--- src/bps_pkg.sv ---
// Purpose: constants and types for the bridge primary status half-word
// Assumes: register word at byte offset 0x04, status in bits 31:16
// Notes: reserved bits read as zero
//
// What this block does
// - Bit 19 reflects pending legacy interrupt request
// - Bit 20 always one, capability list exists
// - Bit 21 one in reverse, zero forward
// - Bit 23 one only reverse conventional PCI
// - Forward: poisoned completion or poisoned write sets 24
// - Reverse: read data parity error sets 24
// - Reverse: parity error signal on send sets 24
// - Reverse: split completion parity message sets 24
// - Bits 26:25 read 00 forward, 01 reverse
// - Forward: completer abort sent sets bit 27
// - Reverse: target abort as target sets 27
// - Forward: completer abort completion received sets 28
// - Reverse: target abort seen as master sets 28
// - Forward: unsupported request completion sets bit 29
// - Reverse: master abort detected sets bit 29
// - Forward: error message sent sets bit 30
// - Reverse: system error driven sets bit 30
// - Forward: poisoned packet received sets bit 31
// - Reverse: address or data parity sets 31
// - Error flags clear by writing one only
// - Bit 24 needs parity error response enable
package bps_pkg;
   localparam logic [7:0] BPS_STATUS_OFS = 8'h04;
   localparam logic [7:0] BPS_CTRL_OFS = 8'h40;
   localparam logic [7:0] BPS_CAP_PTR = 8'h34;
   localparam int BPS_INTX_BIT = 19;
   localparam int BPS_CAP_BIT = 20;
   localparam int BPS_66M_BIT = 21;
   localparam int BPS_FBB_BIT = 23;
   localparam int BPS_MDPE_BIT = 24;
   localparam int BPS_DEVSEL_LO = 25;
   localparam int BPS_STA_BIT = 27;
   localparam int BPS_RTA_BIT = 28;
   localparam int BPS_RMA_BIT = 29;
   localparam int BPS_SSE_BIT = 30;
   localparam int BPS_DPE_BIT = 31;
   localparam int BPS_PERR_EN_BIT = 6;
   localparam logic [1:0] BPS_DEVSEL_FWD = 2'h0;
   localparam logic [1:0] BPS_DEVSEL_REV = 2'h1;
   localparam logic [1:0] BPS_RESP_OKAY = 2'h0;
   localparam logic [1:0] BPS_RESP_SLVERR = 2'h2;
   localparam logic [31:0] BPS_FLAG_MASK = 32'hf9000000;

   // Forward-mode (link) events
   typedef struct packed {
      logic poisoned_cpl_rx;
      logic poisoned_wr_tx;
      logic ca_cpl_tx;
      logic ca_cpl_rx;
      logic ur_cpl_rx;
      logic err_msg_tx;
      logic poisoned_tlp_rx;
   } bps_fwd_ev_t;

   // Reverse-mode (parallel bus) events
   typedef struct packed {
      logic rd_data_perr;
      logic perr_on_write;
      logic split_msg_perr;
      logic target_abort_tx;
      logic target_abort_rx;
      logic master_abort;
      logic serr_driven;
      logic addr_data_perr;
   } bps_rev_ev_t;
endpackage

--- src/bps_status.sv ---
// Purpose: primary status half-word with AXI4-Lite access
// Assumes: event inputs are one-cycle pulses synchronous to aclk
// Notes: word 0x04 holds command bits in 15:0 (only bit 6 stored here)
`timescale 1ns/1ns
module bps_status
   import bps_pkg::*;
(
   // Clock and reset
   input wire logic aclk,
   input wire logic aresetn,
   // Mode straps and state
   input wire logic reverse_mode,
   input wire logic pci_conventional,
   input wire logic intx_pending,
   // Events
   input wire bps_fwd_ev_t fwd_ev,
   input wire bps_rev_ev_t rev_ev,
   // Observed enable and status copy
   output logic parity_resp_en,
   output logic [31:0] status_word,
   // AXI4-Lite write
   input wire logic [7:0] s_awaddr,
   input wire logic s_awvalid,
   output logic s_awready,
   input wire logic [31:0] s_wdata,
   input wire logic [3:0] s_wstrb,
   input wire logic s_wvalid,
   output logic s_wready,
   output logic [1:0] s_bresp,
   output logic s_bvalid,
   input wire logic s_bready,
   // AXI4-Lite read
   input wire logic [7:0] s_araddr,
   input wire logic s_arvalid,
   output logic s_arready,
   output logic [31:0] s_rdata,
   output logic [1:0] s_rresp,
   output logic s_rvalid,
   input wire logic s_rready
);
   logic aw_held;
   logic w_held;
   logic [7:0] aw_addr;
   logic [31:0] w_data;
   logic [3:0] w_strb;
   logic wr_fire;
   logic [31:0] clr_mask;
   logic [5:0] flags;
   logic [5:0] set_ev;
   logic [31:0] ro_word;

   assign s_awready = !aw_held && !s_bvalid;
   assign s_wready = !w_held && !s_bvalid;
   assign wr_fire = aw_held && w_held && !s_bvalid;
   assign s_arready = !s_rvalid;

   always_ff @(posedge aclk) begin
      if (!aresetn) begin
         aw_held <= 1'b0;
         aw_addr <= 8'h00;
      end else if (s_awvalid && s_awready) begin
         aw_held <= 1'b1;
         aw_addr <= s_awaddr;
      end else if (wr_fire) begin
         aw_held <= 1'b0;
      end
   end

   always_ff @(posedge aclk) begin
      if (!aresetn) begin
         w_held <= 1'b0;
         w_data <= 32'h00000000;
         w_strb <= 4'h0;
      end else if (s_wvalid && s_wready) begin
         w_held <= 1'b1;
         w_data <= s_wdata;
         w_strb <= s_wstrb;
      end else if (wr_fire) begin
         w_held <= 1'b0;
      end
   end

   always_ff @(posedge aclk) begin
      if (!aresetn) begin
         s_bvalid <= 1'b0;
         s_bresp <= BPS_RESP_OKAY;
      end else if (wr_fire) begin
         s_bvalid <= 1'b1;
         s_bresp <= (aw_addr[7:2] == BPS_STATUS_OFS[7:2]) ? BPS_RESP_OKAY : BPS_RESP_SLVERR;
      end else if (s_bready) begin
         s_bvalid <= 1'b0;
      end
   end

   // Parity error response enable lives in the command half
   always_ff @(posedge aclk) begin
      if (!aresetn) begin
         parity_resp_en <= 1'b0;
      end else if (wr_fire && aw_addr[7:2] == BPS_STATUS_OFS[7:2] && w_strb[0]) begin
         parity_resp_en <= w_data[BPS_PERR_EN_BIT];
      end
   end

   // Byte-lane gated write-one-to-clear mask
   always_comb begin
      clr_mask = 32'h00000000;
      if (wr_fire && aw_addr[7:2] == BPS_STATUS_OFS[7:2]) begin
         clr_mask = w_data & {{8{w_strb[3]}}, {8{w_strb[2]}}, 16'h0000} & BPS_FLAG_MASK;
      end
   end

   // Events per flag: mdpe, sta, rta, rma, sse, dpe
   always_comb begin
      if (reverse_mode) begin
         set_ev[0] = parity_resp_en && (rev_ev.rd_data_perr
                     || rev_ev.perr_on_write
                     || rev_ev.split_msg_perr);
         set_ev[1] = rev_ev.target_abort_tx;
         set_ev[2] = rev_ev.target_abort_rx;
         set_ev[3] = rev_ev.master_abort;
         set_ev[4] = rev_ev.serr_driven;
         set_ev[5] = rev_ev.addr_data_perr;
      end else begin
         set_ev[0] = parity_resp_en && (fwd_ev.poisoned_cpl_rx || fwd_ev.poisoned_wr_tx);
         set_ev[1] = fwd_ev.ca_cpl_tx;
         set_ev[2] = fwd_ev.ca_cpl_rx;
         set_ev[3] = fwd_ev.ur_cpl_rx;
         set_ev[4] = fwd_ev.err_msg_tx;
         set_ev[5] = fwd_ev.poisoned_tlp_rx;
      end
   end

   // Sticky flags; a set in the clearing cycle wins
   genvar gi;
   for (gi = 0; gi < 6; gi++) begin : g_flag
      localparam int BITPOS = (gi == 0) ? BPS_MDPE_BIT : BPS_STA_BIT + gi - 1;
      always_ff @(posedge aclk) begin
         if (!aresetn) begin
            flags[gi] <= 1'b0;
         end else if (set_ev[gi]) begin
            flags[gi] <= 1'b1;
         end else if (clr_mask[BITPOS]) begin
            flags[gi] <= 1'b0;
         end
      end
   end

   always_comb begin
      ro_word = 32'h00000000;
      ro_word[BPS_PERR_EN_BIT] = parity_resp_en;
      ro_word[BPS_INTX_BIT] = intx_pending;
      ro_word[BPS_CAP_BIT] = 1'b1;
      ro_word[BPS_66M_BIT] = reverse_mode;
      ro_word[BPS_FBB_BIT] = reverse_mode && pci_conventional;
      ro_word[BPS_DEVSEL_LO +: 2] = reverse_mode ? BPS_DEVSEL_REV : BPS_DEVSEL_FWD;
      ro_word[BPS_MDPE_BIT] = flags[0];
      ro_word[BPS_DPE_BIT:BPS_STA_BIT] = flags[5:1];
   end

   always_ff @(posedge aclk) begin
      if (!aresetn) begin
         status_word <= 32'h00000000;
      end else begin
         status_word <= ro_word;
      end
   end

   always_ff @(posedge aclk) begin
      if (!aresetn) begin
         s_rvalid <= 1'b0;
         s_rdata <= 32'h00000000;
         s_rresp <= BPS_RESP_OKAY;
      end else if (s_arvalid && s_arready) begin
         s_rvalid <= 1'b1;
         if (s_araddr[7:2] == BPS_STATUS_OFS[7:2]) begin
            s_rdata <= ro_word;
            s_rresp <= BPS_RESP_OKAY;
         end else begin
            s_rdata <= 32'h00000000;
            s_rresp <= BPS_RESP_SLVERR;
         end
      end else if (s_rready) begin
         s_rvalid <= 1'b0;
      end
   end
endmodule

--- config.mk ---
export PLATFORM = sky130hd
export DESIGN_NAME = bps_status
export DESIGN_NICKNAME = d
export VERILOG_FILES = /design/src/bps_pkg.sv /design/src/bps_status.sv
export SDC_FILE = /design/constraint.sdc
export NUM_CORES = 1
export LEC_CHECK = 0
export ABC_AREA = 1
export BUFFER_PORTS_ARGS = -buffer_cell sky130_fd_sc_hd__buf_2
export CORE_MARGIN = 2
export CORE_UTILIZATION = 41
export DETAILED_ROUTE_END_ITERATION = 10
export PLACE_DENSITY = 0.85
export SETUP_SLACK_MARGIN = 0.2
export SYNTH_ARGS = -nofsm -noshare
export SYNTH_HDL_FRONTEND = slang
export SYNTH_SLANG_ARGS = --single-unit
--- constraint.sdc ---
create_clock -name aclk -period 1.2 [get_ports aclk]
set_input_delay 0.24 -clock aclk [delete_from_list [all_inputs] [get_ports aclk]]
set_output_delay 0.24 -clock aclk [all_outputs]
set_load 0.02 [all_outputs]
# Word-level counts from Yosys, hierarchy flattened
# Index checks and enable logic that the tools add are counted.
totals:
  output_inout_bits: 74
  ff_bits: 123
  latchBits: 0
  ram_bits: 0
  inputBits: 77
  memories: 0
  mem_bits_ro: 0
  elab_cells: 77
op_classes:
  order_cmp: 0
  n_shift: 0
  add_sub_neg: 0
  reduce_logical: 29
  n_eq_ne: 2
  div: 0
  bitwise_logic: 1
  n_mux: 26
  n_mul: 0
ops:
  columns: ["op", "count"]
  rows:
  - ["32-bit two-way mux", 2]
  - ["32-bit bitwise AND", 1]
  - ["21-bit two-way mux", 1]
  - ["1-bit two-way mux", 20]
  - ["2-bit nonzero test", 10]
  - ["6-bit by 1-bit == test with 1-bit output (second input constant)", 2]
  - ["1-bit logical AND", 12]
  - ["6-bit two-way mux", 1]
  - ["1-bit logical NOT", 4]
  - ["2-bit two-way mux", 2]
  - ["1-bit logical OR", 3]

# Longest topological paths before layout
# Gate-level depths: netlist (run 1).
depth:
  word_depth: 6
  mapped_depth: 7
  mapped_depth_nobuf: 7

# Worst setup path after synthesis (run 1)
# No wires, ideal clock.
synth_path:
  kind: "reg-to-reg"
  start: "register s_bvalid"
  end: "register aw_addr[2]"
  stages_incl_launch_ff: 5
  setup_time_ps: 116
  n_path_buf: 0
  synth_period_minus_slack_ps: 1313
  setup_slack_ps: -113
  arrival_ps: 1197
  required_time_ps: 1084
  path_cell_list: "dfxtp_1 > nor2_1 > nand2_2 > o21ai_0 > nor2_1"
synth_via:
  elab_chain_len: 3
synth_rtl:
  columns: ["item", "line_no", "rtl"]
  rows:
  - ["from (decl)", "bps_status.sv:30", "output logic s_bvalid,"]
  - ["from (signal assigned)", "bps_status.sv:85", "s_bvalid <= 1'b0;"]
  - ["from (signal assigned)", "bps_status.sv:88", "s_bvalid <= 1'b1;"]
  - ["from (signal assigned)", "bps_status.sv:91", "s_bvalid <= 1'b0;"]
  - ["1-bit logical NOT", "bps_status.sv:52", "assign s_awready = !aw_held && !s_bvalid;"]
  - ["1-bit logical AND", "bps_status.sv:52", null]
  - ["via s_awready", "bps_status.sv:24", "output logic s_awready,"]
  - ["1-bit logical AND", "bps_status.sv:61", "end else if (s_awvalid && s_awready) begin"]
  - ["to (signal assigned)", "bps_status.sv:63", "aw_addr <= s_awaddr;"]
  - ["to (decl)", "bps_status.sv:43", "logic [7:0] aw_addr;"]
# The timed path passes the listed nets, and every way through them passes these cells.
# A chain may end at the register's enable or synchronous reset.

# Final worst setup path (run 1)
layout_path:
  start: "register aw_held"
  end: "output port s_awready"
layout_via:
  elab_chain_len: 2
layout_rtl:
  columns: ["item", "line_no", "rtl"]
  rows:
  - ["from (decl)", "bps_status.sv:41", "logic aw_held;"]
  - ["from (signal assigned)", "bps_status.sv:59", "aw_held <= 1'b0;"]
  - ["from (signal assigned)", "bps_status.sv:62", "aw_held <= 1'b1;"]
  - ["from (signal assigned)", "bps_status.sv:65", "aw_held <= 1'b0;"]
  - ["1-bit logical NOT", "bps_status.sv:52", null]
  - ["1-bit logical AND", "bps_status.sv:52", null]
  - ["to (decl)", "bps_status.sv:24", null]
# Every way passes these cells.

==> results of run 1 <==
[flip-flops by register name, indices dropped and copies added (netlist names)]
| register | count |
|---|---|
| s_rvalid | 1 |
| w_data | 7 |
| aw_addr | 6 |
| s_rresp | 1 |
| flags | 6 |
| aw_held | 1 |
| s_bvalid | 1 |
| s_rdata | 11 |
| w_held | 1 |
| parity_resp_en | 1 |
| s_bresp | 1 |
| w_strb | 2 |
| status_word | 11 |
[cells in the final DEF, fill, tap and decap left out, types with 3 or more instances in the layout]
cell type	Yosys	final
nor2_4	2	4
clkbuf_8	0	5
nand2_8	0	6
buf_2	4	45
dfxtp_4	0	3
dfxtp_1	50	18
conb_1	1	42
nor2_2	1	5
o21ai_1	17	8
a21oi_1	9	7
nor2_1	38	32
buf_8	0	3
nand4_1	4	4
inv_1	15	14
buf_6	1	41
nand2_1	28	26
o21ai_2	9	22
dfxtp_2	0	29
buf_4	45	15
nand3_1	13	12
[worst max path at each step]
| stage | slack [ps] | to | startpoint |
|---|---|---|---|
| 6_report | -30 | s_awready | aw_held$_SDFFE_PN0P_ |
| 5_1_grt | -80 | w_data[6]$_SDFFE_PN0P_ | w_held$_SDFFE_PN0P_ |
| 4_1_cts | -20 | s_wready | w_held$_SDFFE_PN0P_ |
| 3_5_place_dp | 30 | s_rdata[24]$_SDFFE_PN0P_ | s_araddr[7] |
| 3_3_place_gp | 40 | s_rdata[6]$_SDFFE_PN0P_ | s_araddr[7] |
| 2_1_floorplan | 120 | s_rdata[20]$_SDFFE_PN0P_ | s_rvalid$_SDFFE_PN0P_ |
[report_power, final]
group          leakage [nW]  switching (mW)  internal [mW]
logic                  1.11           0.503          0.357
clock network        0.0483           0.549          0.411
registers             0.425          0.0634           1.76
total                  1.58            1.11           2.53
[critical path: stages (launching register included)]
cell	delay, ps
dfxtp_2	330
buf_6	110
nor2_4	110
buf_6	130
[cells by family (layout without fill, tap and decap cells)]
kind of cell	after synthesis	after routing	share of synthesized area [%]
muxes	2	2	0.912
buffers and inverters	74	137	20.9
DFF	50	50	45.6
other	1	42	0.171
AOI/OAI and AO/OA	45	45	12.5
and+or+nand+nor	93	96	19.9
[stage by stage]
step	hold WS [ps]	TNS, ps	area, µm²
floorplan	268	0	2380
global route	169	-763	3310
CTS	149	-47.2	3080
global placement	440	0	2530
detailed placement	449	0	2530
finish	168	-58.9	3310
[metal layers]
metal,up-vias,routed length (µm),GRT usage (%)
met1,900,2020,18.9
met5,-,0,0
met3,12,286,3.41
met4,0,122,6.07
li1,979,-,-
met2,76,3350,33.9
[area by class of cell]
type	instances	area (µm²)	share of cell area, %
Clock buffer	5	68.8	2.08
Clock inverter	3	18.8	0.567
Inverter	22	103	3.10
Multi-Input combinational cell	185	1090	33.0
Sequential cell	50	1050	31.7
Tap cell	70	87.6	2.64
Timing Repair Buffer	106	885	26.7
Timing Repair inverter	1	7.51	0.227
[what timing repair did]
| action | 4_1_cts | 5_1_grt |
|---|---|---|
| gates resized for setup | 122 | 35 |
| pin swaps | 13 | 25 |
| cloned | 4 | 0 |
| buffers inserted | 8 | 15 |
| endpoints found under the setup margin | 65 | 70 |
==> impl_metrics.ini, run 1 <==
[outcome]
outcome = finished, violations left
violations = negative setup slack

[critical_path]
worstPathArrival_ps = 990
required_ps = 960
path_max_fanout = 2
r2r-start = aw_addr[6]$_SDFFE_PN0P_
worstSetupPathType = register to output port
crit_path_end_kind = output port
r2r_slack_ps = -10
r2r-end = parity_resp_en$_SDFFE_PN0P_
reg2reg_depth = 8
startpoint_type = register

[sta]
period_share_pct = 102
skew_ps = 10.9
slew_headroom_pct = 48.3
rsz0062_at_grt = yes
clock.fmax_mhz = 815
final_max_slew_viol_count = 0
fin_crit_ps = 1230
setup-violations-final = 4
worstMarginPinSlew_ps = 772
finalHoldViolations = 0
setup_slack_ps = -26.7

[synthesis]
yosys_warnings = 0
syn_avg_cell_area_um2 = 8.29
synth_cells = 265
synth_top_area_cell = dfxtp_1
syn_area_um2 = 2200
synth_area_leaders = dfxtp_1 (46%), buf_4 (15%), nor2_1 (6.5%)
yosysMostFrequentCell = dfxtp_1
ys.flop_type = dfxtp_1
synth_edf_count = 0
yosys.cell_types.count = 29
async_flop_share_pct = 0
seq_area_frac_synth_pct = 45.6
netlist_top_cells_count = dfxtp_1 (50), buf_4 (45), nor2_1 (38), nand2_1 (28), o21ai_1 (17)
synth_seq_cells = 50
netlist.area_leader.share_pct = 45.6

[route]
viasPerCell = 4.45
ant_nets = 0
post_drt_wl_per_cell_um = 13.1
wirelength_mm = 5.78
vias = 1967
drtPass1Iterations = 5
drc = 0
drt_iter0_markers = 37

[worst_hold_path]
hold_depth = 3
hp-start = s_awaddr[6]
hold_class = input port to register
whs_endpoint = aw_addr[6]$_SDFFE_PN0P_

[final_layout]
drive_above_1_share_pct = 53.8
fin_util_pct = 64.4
fin_cells = 442
nFillCells = 426
nets = 448
diodes = 0
syn2layout_area_growth_pct = 50.8

[grt]
antenna_found_initial = 0
grt_overflow = 0
grt_start_max_net_pins = 18
grtUsageTotal_pct = 17.6
grt_pass1_vias = 1799
grt_pass1_wl_mm = 8.27

[place]
dp_slack_ps = 25.4
place_inst = 407
globalplace.congestion = 0.753
io_buffers = 77
hpwl_mm = 3.44

[cts]
root_buffer = clkbuf_8
cts_tree = done
htreeDepth = 2
clkSinkCount = 50
clock_latency_ps = 300
clkTransAtPathRegs_ps = 90
cts_made_buffers = 5
cts_max_path_buffers = 2
postCtsHoldBufs = 0

[power]
powerDensity_nw_per_um2 = 1100
peakVddDrop_mv = 0.461
leakage_nw = 1.58
total_power_mw = 3.64

[floorplan]
dieArea_um2 = 5960
io_pins = 151
die_h_um = 77.2
rows = 26
die_x_um = 77.2
core-area_um2 = 5140
start_util_pct = 42.7

[run]
drv_cap = 0
Note: power is estimated with default switching activity, not from simulation.
==> run 2, diff against run 1 <==
SETUP_SLACK_MARGIN = not set   (was 0.2)
==> run 2 against run 1 <==
Against the previous run:
- the flow now finishes without violations
- utilization fell by 13 points
- clock power fell by 4.0%
- die area stayed put
- global-route usage is 3.2 points lower
- sequential cell count is the same
- count of clock-buffer cells in the layout up 1
- clock skew shrank 4.3 ps
- critical endpoint unchanged
==> impl_metrics.ini, run 2 (synthesized netlist as in run 1, its figures left out) <==
[cts]
clkSinkCount = 50
cts_max_path_buffers = 2
cts_tree = done
clock_latency_ps = 300
clkTransAtPathRegs_ps = 90
cts_made_buffers = 5
postCtsHoldBufs = 0
root_buffer = clkbuf_8
htreeDepth = 2

[grt]
grt_pass1_wl_mm = 6.96
grtUsageTotal_pct = 14.4
grt_pass1_vias = 1611
grt_start_max_net_pins = 20
grt_overflow = 0
antenna_found_initial = 0

[sta]
setup_slack_ps = 44.8
skew_ps = 6.57
clock.fmax_mhz = 866
fin_crit_ps = 1160
period_share_pct = 96.3
finalHoldViolations = 0
rsz0062_at_grt = yes
final_max_slew_viol_count = 0
setup-violations-final = 0

[critical_path]
slowest_delay_ps = 380
worstSetupPathType = register to output port
reg2reg_depth = 6
r2r-start = aw_addr[5]$_SDFFE_PN0P_
path_max_fanout = 5
r2r-end = flags[2]$_SDFFE_PN0P_
worstPathArrival_ps = 920
cpMaxStageDelayCell = dfxtp_4
worstPathCellList = nor2_4 -> buf_6
startpoint_type = register
required_ps = 960
crit_path_end_kind = output port
r2r_slack_ps = 90

[final_layout]
layout_commonest_cell = buf_2
drive_above_1_share_pct = 35.1
fin_cells = 415
nets = 421
syn2layout_area_growth_pct = 20.3
diodes = 0
most-common-layout-cells = buf_2 (76), dfxtp_1 (46), conb_1 (42), nor2_1 (36), nand2_1 (27)
reg_top3 = s_rdata x11, status_word x11, w_data x7

[power]
leakage_nw = 1.38
seq_power_share_pct = 54.7
power.share.combinational_pct = 17.5
powerDensity_nw_per_um2 = 1250
power.share.switching_pct = 28.7
intPower_mw = 2.36
p_clk_share_pct = 27.8
peakVddDrop_mv = 0.470
switchingPower_mw = 0.950

[worst_hold_path]
hp-start = fwd_ev[6]
whs_endpoint = flags[0]$_SDFFE_PN0P_
hold_depth = 3
hold_class = input port to register

[route]
viasPerCell = 4.25
post_drt_wl_per_cell_um = 10.5
drt_iter0_markers = 52
ant_nets = 0
vias = 1765
drc = 0
drtPass1Iterations = 4
wirelength_mm = 4.34

[outcome]
outcome = completed

[floorplan]
dieArea_um2 = 5960
die_h_um = 77.2
rows = 26
io_pins = 151
core-area_um2 = 5140
die_x_um = 77.2
start_util_pct = 42.7

[run]
drv_cap = 0

[place]
place_inst = 405
hpwl_mm = 3.43
globalplace.congestion = 0.762
dp_slack_ps = 17.3
io_buffers = 77
==> run 2: changes by cell type in the layout (fill, tap and decap cells not counted), sizes merged <==
cell | before | now
buf | 106 | 82
nand2 | 34 | 31
clkinv | 5 | 4
clkinvlp | 1 | 0
nor2 | 41 | 42
clkbuf | 5 | 6
==> run 2: worst max-delay path by stage <==
stage	start	to	depth (start not counted)
6_report	s_bvalid$_SDFFE_PN0P_	s_awready	2
5_1_grt	aw_addr[3]$_SDFFE_PN0P_	flags[2]$_SDFFE_PN0P_	6
4_1_cts	s_rvalid$_SDFFE_PN0P_	s_rdata[31]$_SDFFE_PN0P_	5
3_5_place_dp	s_araddr[7]	s_rdata[31]$_SDFFE_PN0P_	5
3_3_place_gp	s_araddr[7]	s_rdata[6]$_SDFFE_PN0P_	5
2_1_floorplan	s_bvalid$_SDFFE_PN0P_	aw_addr[2]$_SDFFE_PN0P_	4
==> run 2: power by group through the flow <==
stage | registers [mW] | logic, mW | clock network, mW
2_1_floorplan | 1.87 | 0.465 | 0
3_3_place_gp | 1.84 | 0.554 | 0
3_5_place_dp | 1.85 | 0.565 | 0
4_1_cts | 1.81 | 0.573 | 0.969
5_1_grt | 1.82 | 0.638 | 1.03
6_report | 1.81 | 0.579 | 0.921
==> run 2: repair_timing <==
action,CTS,global route
setup buffers,0,1
resized for setup,5,7
endpoints found under the setup margin,3,19
pin swaps,0,1
gates cloned,0,1
==> run 2: layer usage <==
layer | part of all wire [%] | global-route usage [%]
met5 | 0 | 0
met4 | 1.4 | 5.36
met3 | 6.8 | 3.29
met2 | 50 | 26.2
met1 | 42 | 16.4
==> run 2: area by class of cell <==
class                      count  area (µm²)
timing repair buffer          82         454
fill                         519        2500
clock buffer                   6        72.6
inverter                      22        82.6
multi-input combinational    183         923
sequential                    50        1010
clock inverter                 2        13.8
tap                           70        87.6
==> run 2: critical path, delay by kind of cell, from the launching register on <==
family	cells	cell delay, ps
and+or+nand+nor	1	110
DFF	1	380
buffers and inverters	1	130
==> run 2: per-stage QoR <==
stage	power (mW)	TNS, ps	area [µm²]	hold WS, ps	util [%]
finish	3.31	0	2640	160	51.4
global placement	2.40	0	2510	441	48.8
detailed placement	2.41	0	2510	445	48.8
CTS	3.35	0	2610	149	50.8
global route	3.50	-38.3	2640	171	51.4
floorplan	2.34	0	2360	268	-
==> run 3, diff against run 2 <==
GPL_TIMING_DRIVEN = 0   (was not set)
==> run 3 against run 2 <==
Against the previous run:
- register-to-register slack got worse by 40 ps
- final area up 12%
- clock power increased by 11%
- non-clock buffer count rose by 50
- clock skew up 2.9 ps
- critical endpoint unchanged
- largest cell class unchanged
- largest power group unchanged
==> impl_metrics.ini, run 3 (synthesized netlist as in run 1, its figures left out) <==
[outcome]
outcome = completed

[sta]
clock.fmax_mhz = 866
fin_crit_ps = 1160
period_share_pct = 96.3
skew_ps = 9.46
final_max_slew_viol_count = 0
finalHoldViolations = 0
setup-violations-final = 0
rsz0062_at_grt = yes
fin_hold_ws_ps = 137

[cts]
postCtsHoldBufs = 0
clkTransAtPathRegs_ps = 90
root_buffer = clkbuf_8
clock_latency_ps = 300
htreeDepth = 2
cts_max_path_buffers = 2
cts_made_buffers = 5
cts_tree = done
clkSinkCount = 50

[power]
switchingPower_mw = 1.01
peakVddDrop_mv = 0.488
seq_power_share_pct = 51.4
power.share.switching_pct = 28.6
intPower_mw = 2.51
total_power_mw = 3.52
powerDensity_nw_per_um2 = 1180
p_clk_share_pct = 29.1
leakage_nw = 1.61
power.share.combinational_pct = 19.5

[place]
hpwl_mm = 3.66
io_buffers = 76
place_inst = 452
place_area_um2 = 2830
globalplace.congestion = 0.756

[worst_hold_path]
hp-start = aresetn
hold_class = input port to register
whs_endpoint = status_word[20]$_DFF_P_
hold_depth = 1

[critical_path]
path_max_fanout = 5
worstSetupPathType = register to output port
reg2reg_depth = 6
worst-path-buf-inv = 1
required_ps = 960
r2r_slack_ps = 50
r2r-end = flags[0]$_SDFFE_PN0P_
worstPathCellList = nor2_4 -> buf_6
slowest_delay_ps = 390
path_delay_family = flip-flops
startpoint_type = register
crit_path_end_kind = output port
r2r-start = w_held$_SDFFE_PN0P_
cpMaxStageDelayCell = dfxtp_4
worstPathArrival_ps = 920

[final_layout]
fin_area_um2 = 2970
nets = 470
fin_cells = 464
drive_above_1_share_pct = 42.1
layout_commonest_cell = buf_2
syn2layout_area_growth_pct = 35.3
diodes = 0
most-common-layout-cells = buf_2 (79), buf_4 (49), dfxtp_1 (47), conb_1 (42), nor2_1 (37)
reg_top3 = s_rdata x11, status_word x11, w_data x7

[route]
ant_nets = 0
drc = 0
drtPass1Iterations = 4
post_drt_wl_per_cell_um = 9.88
drt_iter0_markers = 54
viasPerCell = 4.12
wirelength_mm = 4.59
vias = 1910

[run]
drv_cap = 0

[grt]
grt_pass1_wl_mm = 7.78
grt_pass1_vias = 1807
antenna_found_initial = 0
grt_start_max_net_pins = 17
grt_overflow = 0
grtUsageTotal_pct = 15.9

[floorplan]
dieArea_um2 = 5960
io_pins = 151
die_x_um = 77.2
start_util_pct = 42.7
die_h_um = 77.2
rows = 26
core-area_um2 = 5140
## run 3: metal layers
layer,GRT usage [%],part of all wire [%],up-vias
met1,18.2,42,814
li1,-,-,1016
met3,3.76,6.9,4
met4,5.54,1.2,0
met5,0,0,-
met2,28.9,49,76
## run 3: per-stage QoR
| stage | setup TNS, ps | utilization [%] | setup slack [ps] |
|---|---|---|---|
| after CTS | 0 | 57.2 | 5.27 |
| after detailed placement | 0 | 55.0 | 60.2 |
| after global placement | 0 | 55.0 | 69.4 |
| after floorplan | 0 | - | 6.02 |
| after global routing | -36.9 | 57.8 | -14.7 |
| final | 0 | 57.8 | 44.7 |
## run 3: what timing repair did
| action | CTS | global route |
|---|---|---|
| gates resized for setup | 5 | 4 |
| setup endpoints to repair | 3 | 10 |
| pin swaps | 0 | 1 |
| setup buffers | 0 | 4 |
## run 3: worst reg2reg max path, cell delays in order (launching register included)
cell and delay, ps:
dfxtp_2 380, nand2_1 100, nor2_4 120, buf_2 180, nand4_1 130, nand2_1 80, nand2_1 50
## run 3: how the worst max path moves through the flow
stage | start | to | cells after the start
6_report | s_bvalid$_SDFFE_PN0P_ | s_awready | 2
5_1_grt | w_held$_SDFFE_PN0P_ | flags[0]$_SDFFE_PN0P_ | 6
4_1_cts | w_held$_SDFFE_PN0P_ | s_wready | 2
3_5_place_dp | w_held$_SDFFE_PN0P_ | flags[2]$_SDFFE_PN0P_ | 5
3_3_place_gp | w_held$_SDFFE_PN0P_ | flags[2]$_SDFFE_PN0P_ | 5
2_1_floorplan | s_bvalid$_SDFFE_PN0P_ | aw_addr[2]$_SDFFE_PN0P_ | 4
## run 3: layout make-up
cell class	count	area (µm²)
Timing Repair Buffer	80	417
Clock inverter	2	16.3
Sequential cell	50	1010
Buffer	52	377
Multi-Input combinational cell	182	902
Inverter	22	82.6
Fill cell	511	2170
Tap cell	70	87.6
Clock buffer	6	82.6
## run 3: power groups by stage
stage | clock [mW] | combinational (mW) | sequential (mW)
floorplan | 0 | 0.465 | 1.87
global placement | 0 | 0.649 | 1.84
detailed placement | 0 | 0.666 | 1.85
CTS | 1.05 | 0.673 | 1.81
global route | 1.13 | 0.759 | 1.82
finish | 1.02 | 0.685 | 1.81
